===== config.mk =====
export PLATFORM = sky130hd
export DESIGN_NAME = slm_strap_latch
export DESIGN_NICKNAME = d
export VERILOG_FILES = /design/src/verilog/slm_pkg.sv /design/src/verilog/slm_strap_latch.sv
export SDC_FILE = /design/constraint.sdc
export NUM_CORES = 1
export LEC_CHECK = 0
export BUFFER_PORTS_ARGS = -buffer_cell sky130_fd_sc_hd__buf_2
export CORE_AREA = 3 3 40 42
export DETAILED_ROUTE_END_ITERATION = 10
export DIE_AREA = 0 0 43 45
export PLACE_DENSITY_LB_ADDON = 0.15
export SYNTH_ARGS = -nofsm -noshare
export SYNTH_HDL_FRONTEND = slang
export SYNTH_SLANG_ARGS = --single-unit

===== constraint.sdc =====
create_clock -name i_core_clk -period 1 [get_ports i_core_clk]
set_clock_uncertainty 0.1 [all_clocks]
set_input_delay 0.1 -clock i_core_clk [delete_from_list [all_inputs] [get_ports i_core_clk]]
set_output_delay 0.1 -clock i_core_clk [all_outputs]
set_load 0.1 [all_outputs]

===== src/verilog/slm_pkg.sv =====
// Overview of operation
// [RULE1] dma source flag high when dma wrote into rank or reads sdram
// [RULE2] pci source flag high when pci wrote into rank or reads sdram
// [RULE3] cpu source flag high when cpu wrote into rank or reads sdram
// [RULE4] flags form per-initiator mask; several may be high on merged writes
// [RULE5] five configuration straps latched at power-good assertion, held until next
// [RULE6] debug-disable strap high at power-good blocks software debug enable
// [RULE7] debug-disable strap low lets software enable debug mode
// [RULE8] two lowest latched straps select 8, 16 or 32 bit boot width
// [RULE9] strap pins carry other functions afterwards; later levels ignored
// [RULE10] third strap low uses general-purpose bus, high uses sdram bus
// [RULE11] hi=0 lo=0 8 bits; hi=0 lo=1 16 bits; hi=1 32 bits
// [RULE12] latched straps read zero before first power-good assertion
package slm_pkg;
  localparam int SRC_DMA = 0;
  localparam int SRC_PCI = 1;
  localparam int SRC_CPU = 2;
  localparam int SRC_W   = 3;

  typedef enum logic [1:0] {
    SLM_W8  = 2'h0,
    SLM_W16 = 2'h1,
    SLM_W32 = 2'h2
  } slm_width_e;

  typedef struct packed {
    logic debug_dis;
    logic cfg3;
    logic bus_sel;
    logic width_hi;
    logic width_lo;
  } slm_strap_s;

  localparam slm_strap_s STRAP_RST = '{default: 1'b0};

  typedef struct packed {
    logic dma;
    logic pci;
    logic cpu;
  } slm_src_s;
endpackage


===== src/verilog/slm_strap_latch.sv =====
`timescale 1ns/100ps
module slm_strap_latch (
  input  wire logic                i_core_clk,
  input  wire logic                i_rst,
  input  wire logic                i_power_good,
  input  wire slm_pkg::slm_strap_s i_strap,
  input  wire logic                i_sw_debug_enable,
  input  wire logic                i_sdram_write,
  input  wire logic                i_sdram_read,
  input  wire slm_pkg::slm_src_s   i_rank_contrib,
  input  wire slm_pkg::slm_src_s   i_read_initiator,
  output logic [1:0]               o_boot_width,
  output logic                     o_boot_on_sdram_bus,
  output logic                     o_cfg3,
  output logic                     o_debug_mode_disabled,
  output logic                     o_debug_mode_enabled,
  output logic                     o_strap_sample_window,
  output logic                     o_dma_source_flag,
  output logic                     o_pci_source_flag,
  output logic                     o_cpu_source_flag
);
  function automatic slm_pkg::slm_width_e width_dec(input slm_pkg::slm_strap_s s);
    if (s.width_hi) begin
      width_dec = slm_pkg::SLM_W32; // RULE11
    end else if (s.width_lo) begin
      width_dec = slm_pkg::SLM_W16;
    end else begin
      width_dec = slm_pkg::SLM_W8;
    end
  endfunction

  logic               pg_reg, pg_next;
  slm_pkg::slm_strap_s strap_reg, strap_next;
  logic [1:0]         width_reg, width_next;
  logic               dbg_en_reg, dbg_en_next;
  logic               win_reg, win_next;
  slm_pkg::slm_src_s  src_reg, src_next;
  logic               pg_rise;

  // strap capture on power-good rising edge
  always_comb begin
    pg_next    = i_power_good;
    pg_rise    = i_power_good & ~pg_reg;
    strap_next = strap_reg;
    width_next = width_reg;
    win_next   = ~i_power_good;
    if (pg_rise) begin
      strap_next = i_strap; // RULE5
      width_next = width_dec(i_strap); // RULE8
    end
  end

  // software debug enable gated by latched disable
  always_comb begin
    dbg_en_next = dbg_en_reg;
    if (pg_rise) begin
      dbg_en_next = 1'b0;
    end else if (!strap_reg.debug_dis) begin
      dbg_en_next = i_sw_debug_enable; // RULE7
    end else begin
      dbg_en_next = 1'b0; // RULE6
    end
  end

  // source mask
  always_comb begin
    src_next = '0;
    if (i_sdram_write) begin
      src_next = i_rank_contrib; // RULE4
    end else if (i_sdram_read) begin
      src_next = i_read_initiator;
    end
  end

  // strap group registers
  always_ff @(posedge i_core_clk) begin
    if (i_rst) begin
      pg_reg    <= 1'h0;
      strap_reg <= slm_pkg::STRAP_RST; // RULE12
      width_reg <= slm_pkg::SLM_W8;
      win_reg   <= 1'h1;
    end else begin
      pg_reg    <= pg_next;
      strap_reg <= strap_next; // RULE9
      width_reg <= width_next;
      win_reg   <= win_next;
    end
  end

  // debug group registers
  always_ff @(posedge i_core_clk) begin
    if (i_rst) begin
      dbg_en_reg <= 1'h0;
    end else begin
      dbg_en_reg <= dbg_en_next;
    end
  end

  // source group registers
  always_ff @(posedge i_core_clk) begin
    if (i_rst) begin
      src_reg <= '0;
    end else begin
      src_reg <= src_next;
    end
  end

  always_comb begin
    o_boot_width          = width_reg;
    o_boot_on_sdram_bus   = strap_reg.bus_sel; // RULE10
    o_cfg3                = strap_reg.cfg3;
    o_debug_mode_disabled = strap_reg.debug_dis;
    o_debug_mode_enabled  = dbg_en_reg;
    o_strap_sample_window = win_reg;
    o_dma_source_flag     = src_reg.dma; // RULE1
    o_pci_source_flag     = src_reg.pci; // RULE2
    o_cpu_source_flag     = src_reg.cpu; // RULE3
  end

  // per-initiator views indexed by the package source positions
  logic [slm_pkg::SRC_W-1:0] flag_vec;
  logic [slm_pkg::SRC_W-1:0] contrib_vec;
  logic [slm_pkg::SRC_W-1:0] init_vec;

  always_comb begin
    flag_vec                      = '0;
    contrib_vec                   = '0;
    init_vec                      = '0;
    flag_vec[slm_pkg::SRC_DMA]    = o_dma_source_flag;
    flag_vec[slm_pkg::SRC_PCI]    = o_pci_source_flag;
    flag_vec[slm_pkg::SRC_CPU]    = o_cpu_source_flag;
    contrib_vec[slm_pkg::SRC_DMA] = i_rank_contrib.dma;
    contrib_vec[slm_pkg::SRC_PCI] = i_rank_contrib.pci;
    contrib_vec[slm_pkg::SRC_CPU] = i_rank_contrib.cpu;
    init_vec[slm_pkg::SRC_DMA]    = i_read_initiator.dma;
    init_vec[slm_pkg::SRC_PCI]    = i_read_initiator.pci;
    init_vec[slm_pkg::SRC_CPU]    = i_read_initiator.cpu;
  end

  // source flag checks
  a_dma_flag_write: assert property (@(posedge i_core_clk) disable iff (i_rst) // RULE1
    i_sdram_write |=> o_dma_source_flag == $past(i_rank_contrib.dma))
    else $error("dma flag mismatch on write");
  a_dma_flag_read: assert property (@(posedge i_core_clk) disable iff (i_rst) // RULE1
    (i_sdram_read && !i_sdram_write) |=> o_dma_source_flag == $past(i_read_initiator.dma))
    else $error("dma flag mismatch on read");
  a_pci_flag_write: assert property (@(posedge i_core_clk) disable iff (i_rst) // RULE2
    i_sdram_write |=> o_pci_source_flag == $past(i_rank_contrib.pci))
    else $error("pci flag mismatch on write");
  a_pci_flag_read: assert property (@(posedge i_core_clk) disable iff (i_rst) // RULE2
    (i_sdram_read && !i_sdram_write) |=> o_pci_source_flag == $past(i_read_initiator.pci))
    else $error("pci flag mismatch on read");
  a_cpu_flag_write: assert property (@(posedge i_core_clk) disable iff (i_rst) // RULE3
    i_sdram_write |=> o_cpu_source_flag == $past(i_rank_contrib.cpu))
    else $error("cpu flag mismatch on write");
  a_cpu_flag_read: assert property (@(posedge i_core_clk) disable iff (i_rst) // RULE3
    (i_sdram_read && !i_sdram_write) |=> o_cpu_source_flag == $past(i_read_initiator.cpu))
    else $error("cpu flag mismatch on read");
  a_merge_mask: assert property (@(posedge i_core_clk) disable iff (i_rst) // RULE4
    i_sdram_write |=> {o_dma_source_flag, o_pci_source_flag, o_cpu_source_flag}
    == $past(i_rank_contrib))
    else $error("merged write mask mismatch");
  a_idle_mask_zero: assert property (@(posedge i_core_clk) disable iff (i_rst) // RULE4
    !(i_sdram_write || i_sdram_read) |=> !(o_dma_source_flag || o_pci_source_flag
    || o_cpu_source_flag))
    else $error("mask active while idle");

  for (genvar g = 0; g < slm_pkg::SRC_W; g++) begin : g_flag_chk
    a_flag_bit: assert property (@(posedge i_core_clk) disable iff (i_rst) // RULE4
      (i_sdram_write || i_sdram_read) |=>
      flag_vec[g] == $past(i_sdram_write ? contrib_vec[g] : init_vec[g]))
      else $error("source flag bit mismatch");
  end

  // strap capture checks
  a_strap_capture: assert property (@(posedge i_core_clk) disable iff (i_rst) // RULE10
    $rose(i_power_good) |=> o_boot_on_sdram_bus == $past(i_strap.bus_sel))
    else $error("bus select not captured");
  a_cfg3_capture: assert property (@(posedge i_core_clk) disable iff (i_rst) // RULE5
    (i_power_good && !pg_reg) |=> o_cfg3 == $past(i_strap.cfg3))
    else $error("fourth strap not captured");
  a_dis_capture: assert property (@(posedge i_core_clk) disable iff (i_rst) // RULE6
    (i_power_good && !pg_reg) |=> o_debug_mode_disabled == $past(i_strap.debug_dis))
    else $error("debug disable strap not captured");
  a_window_tracks: assert property (@(posedge i_core_clk) disable iff (i_rst) // RULE9
    1'h1 |=> o_strap_sample_window == !$past(i_power_good))
    else $error("sample window wrong");
  a_strap_hold: assert property (@(posedge i_core_clk) disable iff (i_rst) // RULE9
    !(i_power_good && !pg_reg) |=> $stable(o_boot_on_sdram_bus)
    && $stable(o_debug_mode_disabled) && $stable(o_cfg3)
    && $stable(o_boot_width))
    else $error("strap changed without power-good edge");

  // boot width checks
  a_width_32: assert property (@(posedge i_core_clk) disable iff (i_rst) // RULE11
    (i_power_good && !pg_reg && i_strap.width_hi) |=> o_boot_width == slm_pkg::SLM_W32)
    else $error("width not 32 bit");
  a_width_16: assert property (@(posedge i_core_clk) disable iff (i_rst) // RULE8
    (i_power_good && !pg_reg && !i_strap.width_hi && i_strap.width_lo)
    |=> o_boot_width == slm_pkg::SLM_W16)
    else $error("width not 16 bit");
  a_width_8: assert property (@(posedge i_core_clk) disable iff (i_rst) // RULE8
    (i_power_good && !pg_reg && !i_strap.width_hi && !i_strap.width_lo)
    |=> o_boot_width == slm_pkg::SLM_W8)
    else $error("width not 8 bit");

  // debug mode checks
  a_debug_locked: assert property (@(posedge i_core_clk) disable iff (i_rst) // RULE6
    o_debug_mode_disabled |-> !o_debug_mode_enabled)
    else $error("debug enabled while disabled");
  a_debug_allowed: assert property (@(posedge i_core_clk) disable iff (i_rst) // RULE7
    (!o_debug_mode_disabled && i_sw_debug_enable && !(i_power_good && !pg_reg))
    |=> o_debug_mode_enabled)
    else $error("debug enable refused");
  a_debug_follow: assert property (@(posedge i_core_clk) disable iff (i_rst) // RULE7
    !i_sw_debug_enable |=> !o_debug_mode_enabled)
    else $error("debug enabled without request");
  a_debug_rise_clear: assert property (@(posedge i_core_clk) disable iff (i_rst) // RULE6
    (i_power_good && !pg_reg) |=> !o_debug_mode_enabled)
    else $error("debug not cleared on power-good edge");

  // reset checks
  a_reset_zero: assert property (@(posedge i_core_clk) // RULE12
    i_rst |=> (o_boot_width == slm_pkg::SLM_W8 && !o_debug_mode_disabled
    && !o_boot_on_sdram_bus && !o_cfg3 && !o_debug_mode_enabled
    && o_strap_sample_window
    && !(o_dma_source_flag || o_pci_source_flag || o_cpu_source_flag)))
    else $error("straps not zero after reset");
endmodule // slm_strap_latch


Word level (Yosys, flattened, before mapping)
Index checks and enable logic that the tools add are counted.
{"block": "word_totals", "regBits": 11, "in_bits": 17}
{"block": "classes", "n_bitwise": 3, "n_mux": 4, "reduce_logical": 1}
{"op": "$mux 3", "n": 2}
{"op": "$reduce_or 3->1", "n": 1}
{"op": "$mux 2", "n": 1}
{"op": "$not 1->1", "n": 2}
{"op": "$and 1x1->1", "n": 1}
{"op": "$mux 1", "n": 1}

Depth between registers and ports, before layout
Gate-level depths: netlist (run 1).
{"block": "logic_depth", "word_depth": 3, "ltp_mapped": 4}

Worst setup path after synthesis (run 1)
No wires, ideal clock.
{"block": "synth_path", "path_kind": "reg2reg", "from": "reg, netlist name o_debug_mode_disabled", "to": "reg strap_reg, in the netlist o_debug_mode_disabled", "setup_time_ns": 0.068, "t_arrival_ns": 1.205, "path_stages_with_launch": 3, "slack_ns": -0.372, "path_buffers": 0, "path_cell_list": "dfxtp_1 > mux2i_1 > nor2_1"}
{"element": "to (signal assigned)", "line_no": "slm_strap_latch.sv:79", "text": "strap_reg <= slm_pkg::STRAP_RST;"}
{"element": "to (signal assigned)", "line_no": "slm_strap_latch.sv:84", "text": "strap_reg <= strap_next;"}
{"element": "to (decl)", "line_no": "slm_strap_latch.sv:33", "text": "slm_pkg::slm_strap_s strap_reg, strap_next;"}

Worst setup path in the final report (run 1)
{"block": "layout_path", "from": "reg pg_reg", "to": "reg strap_reg, in the netlist o_boot_on_sdram_bus"}
{"block": "layout_between", "elab_chain_len": 2}
{"element": "from (decl)", "line_no": "slm_strap_latch.sv:32", "text": "logic pg_reg, pg_next;"}
{"element": "from (signal assigned)", "line_no": "slm_strap_latch.sv:83", "text": "pg_reg <= pg_next;"}
{"element": "$not 1->1", "line_no": "slm_strap_latch.sv:43", "text": "pg_rise = i_power_good & ~pg_reg;"}
{"element": "$and 1x1->1", "line_no": "slm_strap_latch.sv:43"}
No other way between the ends.
A chain may end at the register's enable or synchronous reset.

==> flow_summary.ini, run 1 <==
[run_status]
status = finished, violations left
violations = setup timing

[drt]
drt-initial-drc-count = 0
wl_per_cell_um = 11.3
vias = 398
drc = 0
dr.pass1.iters = 1
antenna_left = 0
wirelength_um = 1060
viasPerCell = 4.23

[critical_path]
crit_family = flip-flops
cp_cell_sequence = nor2b_4 > mux2i_1 > nor2_1
rr_startpoint = pg_reg
reg2reg_depth = 3
cp-startpoint = pg_reg
crit_buf_inv = 0
endpoint_kind = flip-flop
required_ns = 1.05
path_depth = 3
critPathKind = flip-flop to flip-flop
start_kind = flip-flop
ff2ff_setup_slack_ns = -0.03
path_max_fanout = 7
crit_slowest_cell = dfxtp_2
critical_path.endpoint = o_boot_on_sdram_bus
r2r-end = o_boot_on_sdram_bus
slowest_delay_ns = 0.33
arrival_ns = 1.07

[sta]
finalSetupViolations = 4
setup_tns_ns = -0.0629
fmax_mhz = 975
holdWs_ns = 0.0102
maxSlewViolCount = 0
setup_ws_ns = -0.0261
worst_pin_slew_ns = 0.222
slew-limit-headroom = 0.851
fin_crit_ns = 1.03
fin_crit_sh = 1.03
rsz0062_at_grt = true
hold_violations = 0

[placement]
gp_congestion = 0.581
dp_hpwl_um = 663
dp_slack_ns = -0.0204
io_buffers = 26
dp_cells = 77

[logic_synthesis]
netlist_top_cells_area = dfxtp_1 (53%), mux2i_1 (9.6%), nand3b_1 (5.4%)
synth.cell_area_um2 = 415
syn_inst = 37
yosys_warnings = 0
postSynthAreaPerCell_um2 = 11.2
synth_nets = 54
synthDistinctLibCells = 15
yosysTopAreaCellShare = 0.530
synth-seq-cells = 11
synth_seq_area_share = 0.530
yosysTopAreaCell = dfxtp_1

[power_and_ir_drop]
fin_total_pwr_mw = 1.16
p_per_area_nw_per_um2 = 1320
clockPowerShare = 0.252
pwr-share-comb = 0.334
p_leak_nw = 0.392
irDropWorstVdd_mv = 0.771
netSwitchingPower_mw = 0.380
seqPwrFrac = 0.414
p_int_mw = 0.784
p_sw_frac = 0.326

[global_routing]
grt_overflow = 0
grt_max_degree = 11
gr-usage-all-layers = 0.124
antenna_found_initial = 0
grt_pass1_vias = 429
grt_pass1_wl_um = 1720

[final_layout]
multi_input_area_um2 = 175
syn_to_final_growth_pct = 113
largest_reg_flops = 2
layout.nets = 97
final-seq-area_um2 = 246
diodes = 0
fill_cells = 101
drive_gt1_frac = 0.620
layoutNonFillerInstCount = 94

[clocking]
clk_pin_slew_ns = 0.07
clock_latency_ns = 0.26
cts_tree = done
cts-htree-levels = 1
cts_sinks = 11
cts_root_buf = clkbuf_4
cts.path.max_buffers = 2
cts_made_buffers = 3

[die]
initial_utilization = 0.323
dieArea_um2 = 1940
fp.dieW_um = 43
rows = 13
pin_count = 27
die_h_um = 45
core_area_um2 = 1280

[flow_run]
maxCapViolCount = 0

[worst_hold_path]
worstHoldPathType = input pin to flip-flop
## cell usage in the layout (no fill, tap or decap)
master         Yosys  routed
buf_2              1      16
dlygate4sd3_1      0      11
buf_12             0      10
dfxtp_2            0       6
dfxtp_4            0       5
mux2i_1            4       4
nor2_1             4       4
nand2_1            3       3
nand3b_1           3       3
a21oi_1            3       3
clkbuf_4           0       3
buf_4              0       3
nor2b_4            1       1
nor2b_2            1       1
inv_1              1       1
nor4b_2            1       1
nand2b_4           1       1
nand3b_2           1       1
a21oi_2            1       1
clkbuf_1           0       1
## synthesized netlist by cell type, drive strengths merged
library cell and number:
inv 1, nand3b 4, a21oi 4, nor2 4, buf 2, dfxtp 11, nand2b 1, nor4b 1
mux2i 4, nor2b 2, nand2 3
## stage by stage
step                      cell area (um2)   util
after floorplan                       438      -
after global placement                728  0.567
after detailed placement              728  0.567
after CTS                             883  0.687
after global routing                  883  0.687
final                                 883  0.687
## area by class of cell
type	count	area share
Clock buffer	4	0.0297
Inverter	1	0.00425
Multi-Input combinational cell	23	0.198
Sequential cell	11	0.279
Tap cell	15	0.0212
Timing Repair Buffer	40	0.467
## cell families (layout without fill, tap and decap cells)
kind of cell    Yosys count  count (layout)  synth area share
compound gates            4               4            0.0572
simple gates             15              15             0.268
buf+inv                   3              45            0.0482
flops                    11              11             0.530
mux                       4               4            0.0964
## power by group through the flow
| stage | clock (mW) | sequential, mW | combinational (mW) |
|---|---|---|---|
| after floorplan | 0 | 0.644 | 0.0584 |
| after global placement | 0 | 0.494 | 0.347 |
| after detailed placement | 0 | 0.495 | 0.347 |
| after CTS | 0.315 | 0.482 | 0.388 |
| after global routing | 0.338 | 0.484 | 0.405 |
| final | 0.294 | 0.482 | 0.389 |
## worst min-delay path by stage
stage	startpoint	endpoint	slack (ns)	cells past startpoint
finish	i_power_good	pg_reg	0.01	2
global route	i_read_initiator[2]	o_dma_source_flag	0.008	3
CTS	i_power_good	pg_reg	0.003	2
detailed placement	i_rank_contrib[2]	o_dma_source_flag	0.25	3
global placement	i_rank_contrib[1]	o_pci_source_flag	0.24	3
floorplan	i_rank_contrib[0]	o_cpu_source_flag	0.13	2
## routing by layer
metal | vias up | global-route usage | wire length (um)
met4 | 0 | 0.0542 | 4
met3 | 2 | 0.0239 | 71
li1 | 207 | - | -
met1 | 173 | 0.115 | 385
met2 | 16 | 0.257 | 599
met5 | - | 0 | 0
## worst reg2reg max path: cells and delay by family (launching register included)
| family | cells | cell delay [ns] |
|---|---|---|
| DFF | 1 | 0.33 |
| muxes | 1 | 0.22 |
| and+or+nand+nor | 2 | 0.27 |
## timing repair
item | in CTS | in global routing
resized for setup | 2 | 0
endpoints found under the setup margin | 8 | 13
setup buffers | 2 | 0
pin swaps | 0 | 2
hold buffers | 11 | 0
hold endpoints to repair | 9 | 0
No activity file was read; power rests on OpenSTA's default activity.
==> run 2, diff against run 1 <==
--- a/config.mk
+++ b/config.mk
@@ -9,7 +9,7 @@
 export CORE_AREA = 3 3 40 42
 export DETAILED_ROUTE_END_ITERATION = 10
 export DIE_AREA = 0 0 43 45
-export PLACE_DENSITY_LB_ADDON = 0.15
+export PLACE_DENSITY = 0.77
 export SYNTH_ARGS = -nofsm -noshare
 export SYNTH_HDL_FRONTEND = slang
 export SYNTH_SLANG_ARGS = --single-unit
==> constraint.sdc (replaced) <==
create_clock -name i_core_clk -period 1 [get_ports i_core_clk]
set_clock_uncertainty 0.1 [all_clocks]
set_input_delay 0.1 -clock i_core_clk [delete_from_list [all_inputs] [get_ports i_core_clk]]
set_output_delay 0.1 -clock i_core_clk [all_outputs]
set_load 0.01 [all_outputs]
==> run 2 against run 1 <==
Against the previous run:
- the flow still finishes with violations (setup timing)
- final cell count shrank 4.3%
- die area unchanged
- core utilization is 16 points lower
- clock power is essentially flat
- global-route usage down 2.6 points
- first-iteration DRC count grew 2
- power fell by 21%
==> flow_summary.ini, run 2 (synthesized netlist as in run 1, its figures left out) <==
[die]
dieArea_um2 = 1940
die_h_um = 45
pin_count = 27
initial_utilization = 0.323
fp.dieW_um = 43
rows = 13
core_area_um2 = 1280

[clocking]
cts_sinks = 11
cts_setup_buffers = 0
cts.path.max_buffers = 2
cts_made_buffers = 3
cts_tree = done
clock_latency_ns = 0.26
clk_pin_slew_ns = 0.07
cts-htree-levels = 1
cts_root_buf = clkbuf_4

[worst_hold_path]
worstHoldPathType = input pin to flip-flop

[sta]
rsz0062_at_grt = true
holdWs_ns = 0.0121
finalSetupViolations = 4
fin_crit_ns = 1.03
fin_crit_sh = 1.03
maxSlewViolCount = 0
setup_ws_ns = -0.0258
hold_violations = 0
worst_pin_slew_ns = 0.231
fmax_mhz = 975
setup_tns_ns = -0.0856
slew-limit-headroom = 0.846

[placement]
dp_hpwl_um = 659
gp_congestion = 0.740
io_buffers = 26
dp_slack_ns = -0.0453

[flow_run]
maxCapViolCount = 0

[run_status]
violations = setup timing
status = finished, violations left

[final_layout]
mostFrequentLayoutCell = buf_2
fill_cells = 128
layout.nets = 93
syn_to_final_growth_pct = 62.0
diodes = 0
layout_common_cells = buf_2 (26), dfxtp_1 (10), dlygate4sd3_1 (9), mux2i_1 (4), nor2_1 (4)
largest_reg_flops = 2
drive_gt1_frac = 0.493

[power_and_ir_drop]
irDropWorstVdd_mv = 0.492
fin_total_pwr_mw = 0.919
p_per_area_nw_per_um2 = 1370
p_leak_nw = 0.332

[critical_path]
required_ns = 1.05
start_kind = flip-flop
arrival_ns = 1.07
critPathKind = flip-flop to flip-flop
path_max_fanout = 7
endpoint_kind = flip-flop

[drt]
drt-initial-drc-count = 2
dr.pass1.iters = 3
vias = 375
wirelength_um = 928
drc = 0
antenna_left = 0
viasPerCell = 4.17
wl_per_cell_um = 10.3

[global_routing]
grt_overflow = 0
grt_pass1_vias = 362
antenna_found_initial = 0
grt_max_degree = 11
grt_pass1_wl_um = 1430
gr-usage-all-layers = 0.0978
-- run 2: repair_timing --
item                       in CTS  in global routing
setup endpoints to repair       4                  7
hold endpoints to repair        9                  0
hold buffers                    9                  0
gates cloned                    0                  0
resized for setup               1                  0
-- run 2: layer usage --
layer / routed length (um) / part of all wire / up-vias / GRT usage
li1: - / - / 198 / -
met1: 373 / 0.40 / 160 / 0.102
met2: 462 / 0.50 / 15 / 0.177
met3: 83 / 0.089 / 2 / 0.0319
met4: 9 / 0.0097 / 0 / 0.0482
met5: 0 / 0 / - / 0
-- run 2: final cells by class --
type / instances / area, um2 / area share
Multi-Input combinational cell: 23 / 175 / 0.260
Inverter: 1 / 3.75 / 0.00558
Sequential cell: 11 / 221 / 0.329
Timing Repair Buffer: 36 / 228 / 0.338
Tap cell: 15 / 18.8 / 0.0279
Clock buffer: 4 / 26.3 / 0.0390
-- run 2: path summary, 6_finish.rpt --
kind / from / endpoint / depth (start not counted) / slack [ns]
worst max register to register: pg_reg / o_cfg3 / 3 / -0.03
worst min register to register: o_debug_mode_disabled / o_debug_mode_enabled / 1 / 0.36
worst max-delay path: pg_reg / o_cfg3 / 3 / -0.03
worst min-delay path: i_read_initiator[1] / o_pci_source_flag / 3 / 0.01
-- run 2: worst max-delay path, stage by stage (launching register included) --
cell	delay [ns]
dfxtp_2	0.33
nor2b_4	0.22
mux2i_1	0.21
nor2_1	0.05
-- run 2: power by group --
part	switching, mW	total [mW]	internal, mW
clock	0.138	0.291	0.154
combinational	0.0620	0.154	0.0922
sequential	0.0107	0.473	0.463
total	0.210	0.919	0.709
-- run 2: through the flow --
| stage | utilization | instance area (um2) | cells |
|---|---|---|---|
| 2_1_floorplan | - | 415 | 37 |
| 3_3_place_gp | 0.432 | 556 | 77 |
| 3_5_place_dp | 0.432 | 556 | 77 |
| 4_1_cts | 0.524 | 673 | 90 |
| 5_1_grt | 0.524 | 673 | 90 |
| 6_report | 0.524 | 673 | 90 |
==> run 3, diff against run 2 <==
==> constraint.sdc (replaced) <==
create_clock -name i_core_clk -period 1 [get_ports i_core_clk]
set_clock_uncertainty 0.1 [all_clocks]
set_input_delay 0.1 -clock i_core_clk [delete_from_list [all_inputs] [get_ports i_core_clk]]
set_output_delay 0.1 -clock i_core_clk [all_outputs]
set_load 0.02 [all_outputs]
==> run 3 against run 2 <==
Against the previous run:
- the run still ends with setup timing left
- register-to-register slack about the same
- global-route usage up 0.16 points
- via count down 0.53%
- sequential power about the same
- sequential share of layout area about the same
- clock-buffer cell count unchanged
- design area up 1.1%
- worst hold slack about the same
- largest cell class unchanged
==> flow_summary.ini, run 3 (synthesized netlist as in run 1, its figures left out) <==
[critical_path]
reg2reg_depth = 3
critical_path.endpoint = o_debug_mode_disabled
slowest_delay_ns = 0.33
critPathKind = flip-flop to flip-flop
crit_slowest_cell = dfxtp_2
crit_family = flip-flops
path_depth = 3
cp-startpoint = pg_reg
r2r-end = o_debug_mode_disabled
rr_startpoint = pg_reg
arrival_ns = 1.07
path_max_fanout = 7
cp_cell_sequence = nor2b_4 > mux2i_1 > nor2_1
endpoint_kind = flip-flop
crit_buf_inv = 0
start_kind = flip-flop
required_ns = 1.04
ff2ff_setup_slack_ns = -0.03

[drt]
viasPerCell = 4.14
dr.pass1.iters = 3
wl_per_cell_um = 10.3
drt-initial-drc-count = 1
antenna_left = 0
vias = 373
drc = 0
wirelength_um = 924

[die]
fp.dieW_um = 43
core_area_um2 = 1280
rows = 13
pin_count = 27
dieArea_um2 = 1940
initial_utilization = 0.323
die_h_um = 45

[final_layout]
diodes = 0
layout_common_cells = buf_2 (24), dlygate4sd3_1 (9), dfxtp_1 (8), mux2i_1 (4), nor2_1 (4)
largest_reg_flops = 2
drive_gt1_frac = 0.520
layoutNonFillerInstCount = 90
mostFrequentLayoutCell = buf_2
syn_to_final_growth_pct = 63.9
fill_cells = 125
layout.nets = 93

[clocking]
cts.path.max_buffers = 2
cts_tree = done
cts_setup_buffers = 0
cts_sinks = 11
cts_made_buffers = 3
clock_latency_ns = 0.26
cts-htree-levels = 1
clk_pin_slew_ns = 0.07
cts_root_buf = clkbuf_4

[global_routing]
grt_overflow = 0
antenna_found_initial = 0
gr-usage-all-layers = 0.0994
grt_max_degree = 11
grt_pass1_vias = 364
grt_pass1_wl_um = 1450

[placement]
dp_hpwl_um = 659
gp_congestion = 0.740
io_buffers = 26
dp_cells = 77

[run_status]
violations = setup timing
status = finished, violations left

[power_and_ir_drop]
irDropWorstVdd_mv = 0.488
p_per_area_nw_per_um2 = 1370
fin_total_pwr_mw = 0.935
p_leak_nw = 0.333

[flow_run]
maxCapViolCount = 0

[sta]
worst_pin_slew_ns = 0.231
fmax_mhz = 970
hold_violations = 0
fin_crit_ns = 1.03
slew-limit-headroom = 0.846
fin_crit_sh = 1.03
maxSlewViolCount = 0
setup_ws_ns = -0.0309
rsz0062_at_grt = true
finalSetupViolations = 4

[worst_hold_path]
worstHoldPathType = input pin to flip-flop
[run 3: cell types whose count changed in the layout (fill, tap and decap cells not counted)]
cell,change
buf_4,+2
buf_2,-2
dfxtp_2,+2
dfxtp_1,-2
[run 3: area by class of cell]
class | instances | area [um2] | area share
flip-flops and latches | 11 | 224 | 0.329
clock buffers | 4 | 26.3 | 0.0386
repair buffers | 36 | 233 | 0.342
multi-input cells | 23 | 175 | 0.257
well taps | 15 | 18.8 | 0.0276
inverters | 1 | 3.75 | 0.00551
[run 3: how the worst min path moves through the flow]
stage / from / end / slack (ns) / cells past startpoint
finish: i_read_initiator[1] / o_pci_source_flag / 0.01 / 3
global route: i_sw_debug_enable / o_debug_mode_enabled / 0.01 / 2
CTS: i_read_initiator[1] / o_pci_source_flag / 0.009 / 3
detailed placement: i_strap[2] / o_boot_on_sdram_bus / 0.25 / 3
global placement: i_strap[4] / o_debug_mode_disabled / 0.24 / 3
floorplan: i_rank_contrib[0] / o_cpu_source_flag / 0.14 / 2
[run 3: power breakdown]
group          leakage [nW]  internal, mW  switching (mW)
combinational         0.226        0.0946          0.0783
sequential           0.0919         0.464          0.0111
clock                0.0150         0.154           0.133
[run 3: metal layers]
metal	GRT usage	vias to the layer above	wire length (um)
li1	-	197	-
met1	0.105	159	366
met2	0.180	15	470
met3	0.0319	2	77
met4	0.0482	0	9
met5	0	-	0
[run 3: worst min-delay path, cell delays in order]
cell and delay (ns):
buf_2 0.10, nand3b_1 0.07, a21oi_1 0.06
[run 3: repair_timing]
action / CTS / global route
hold endpoints to repair: 9 / 0
resized for setup: 4 / 1
endpoints found under the setup margin: 6 / 7
gates cloned: 0 / 0
hold buffers: 9 / 0
[run 3: per-stage QoR]
stage / area, um2 / worst slack [ns] / utilization / hold slack (ns) / TNS, ns
2_1_floorplan: 415 / 0.0390 / - / 0.136 / 0
4_1_cts: 679 / -0.0405 / 0.529 / 0.00861 / -0.144
3_3_place_gp: 556 / -0.0155 / 0.432 / 0.241 / -0.0238
3_5_place_dp: 556 / -0.0453 / 0.432 / 0.251 / -0.149
6_report: 681 / -0.0309 / 0.530 / 0.0120 / -0.0970
5_1_grt: 681 / -0.0897 / 0.530 / 0.0125 / -0.384
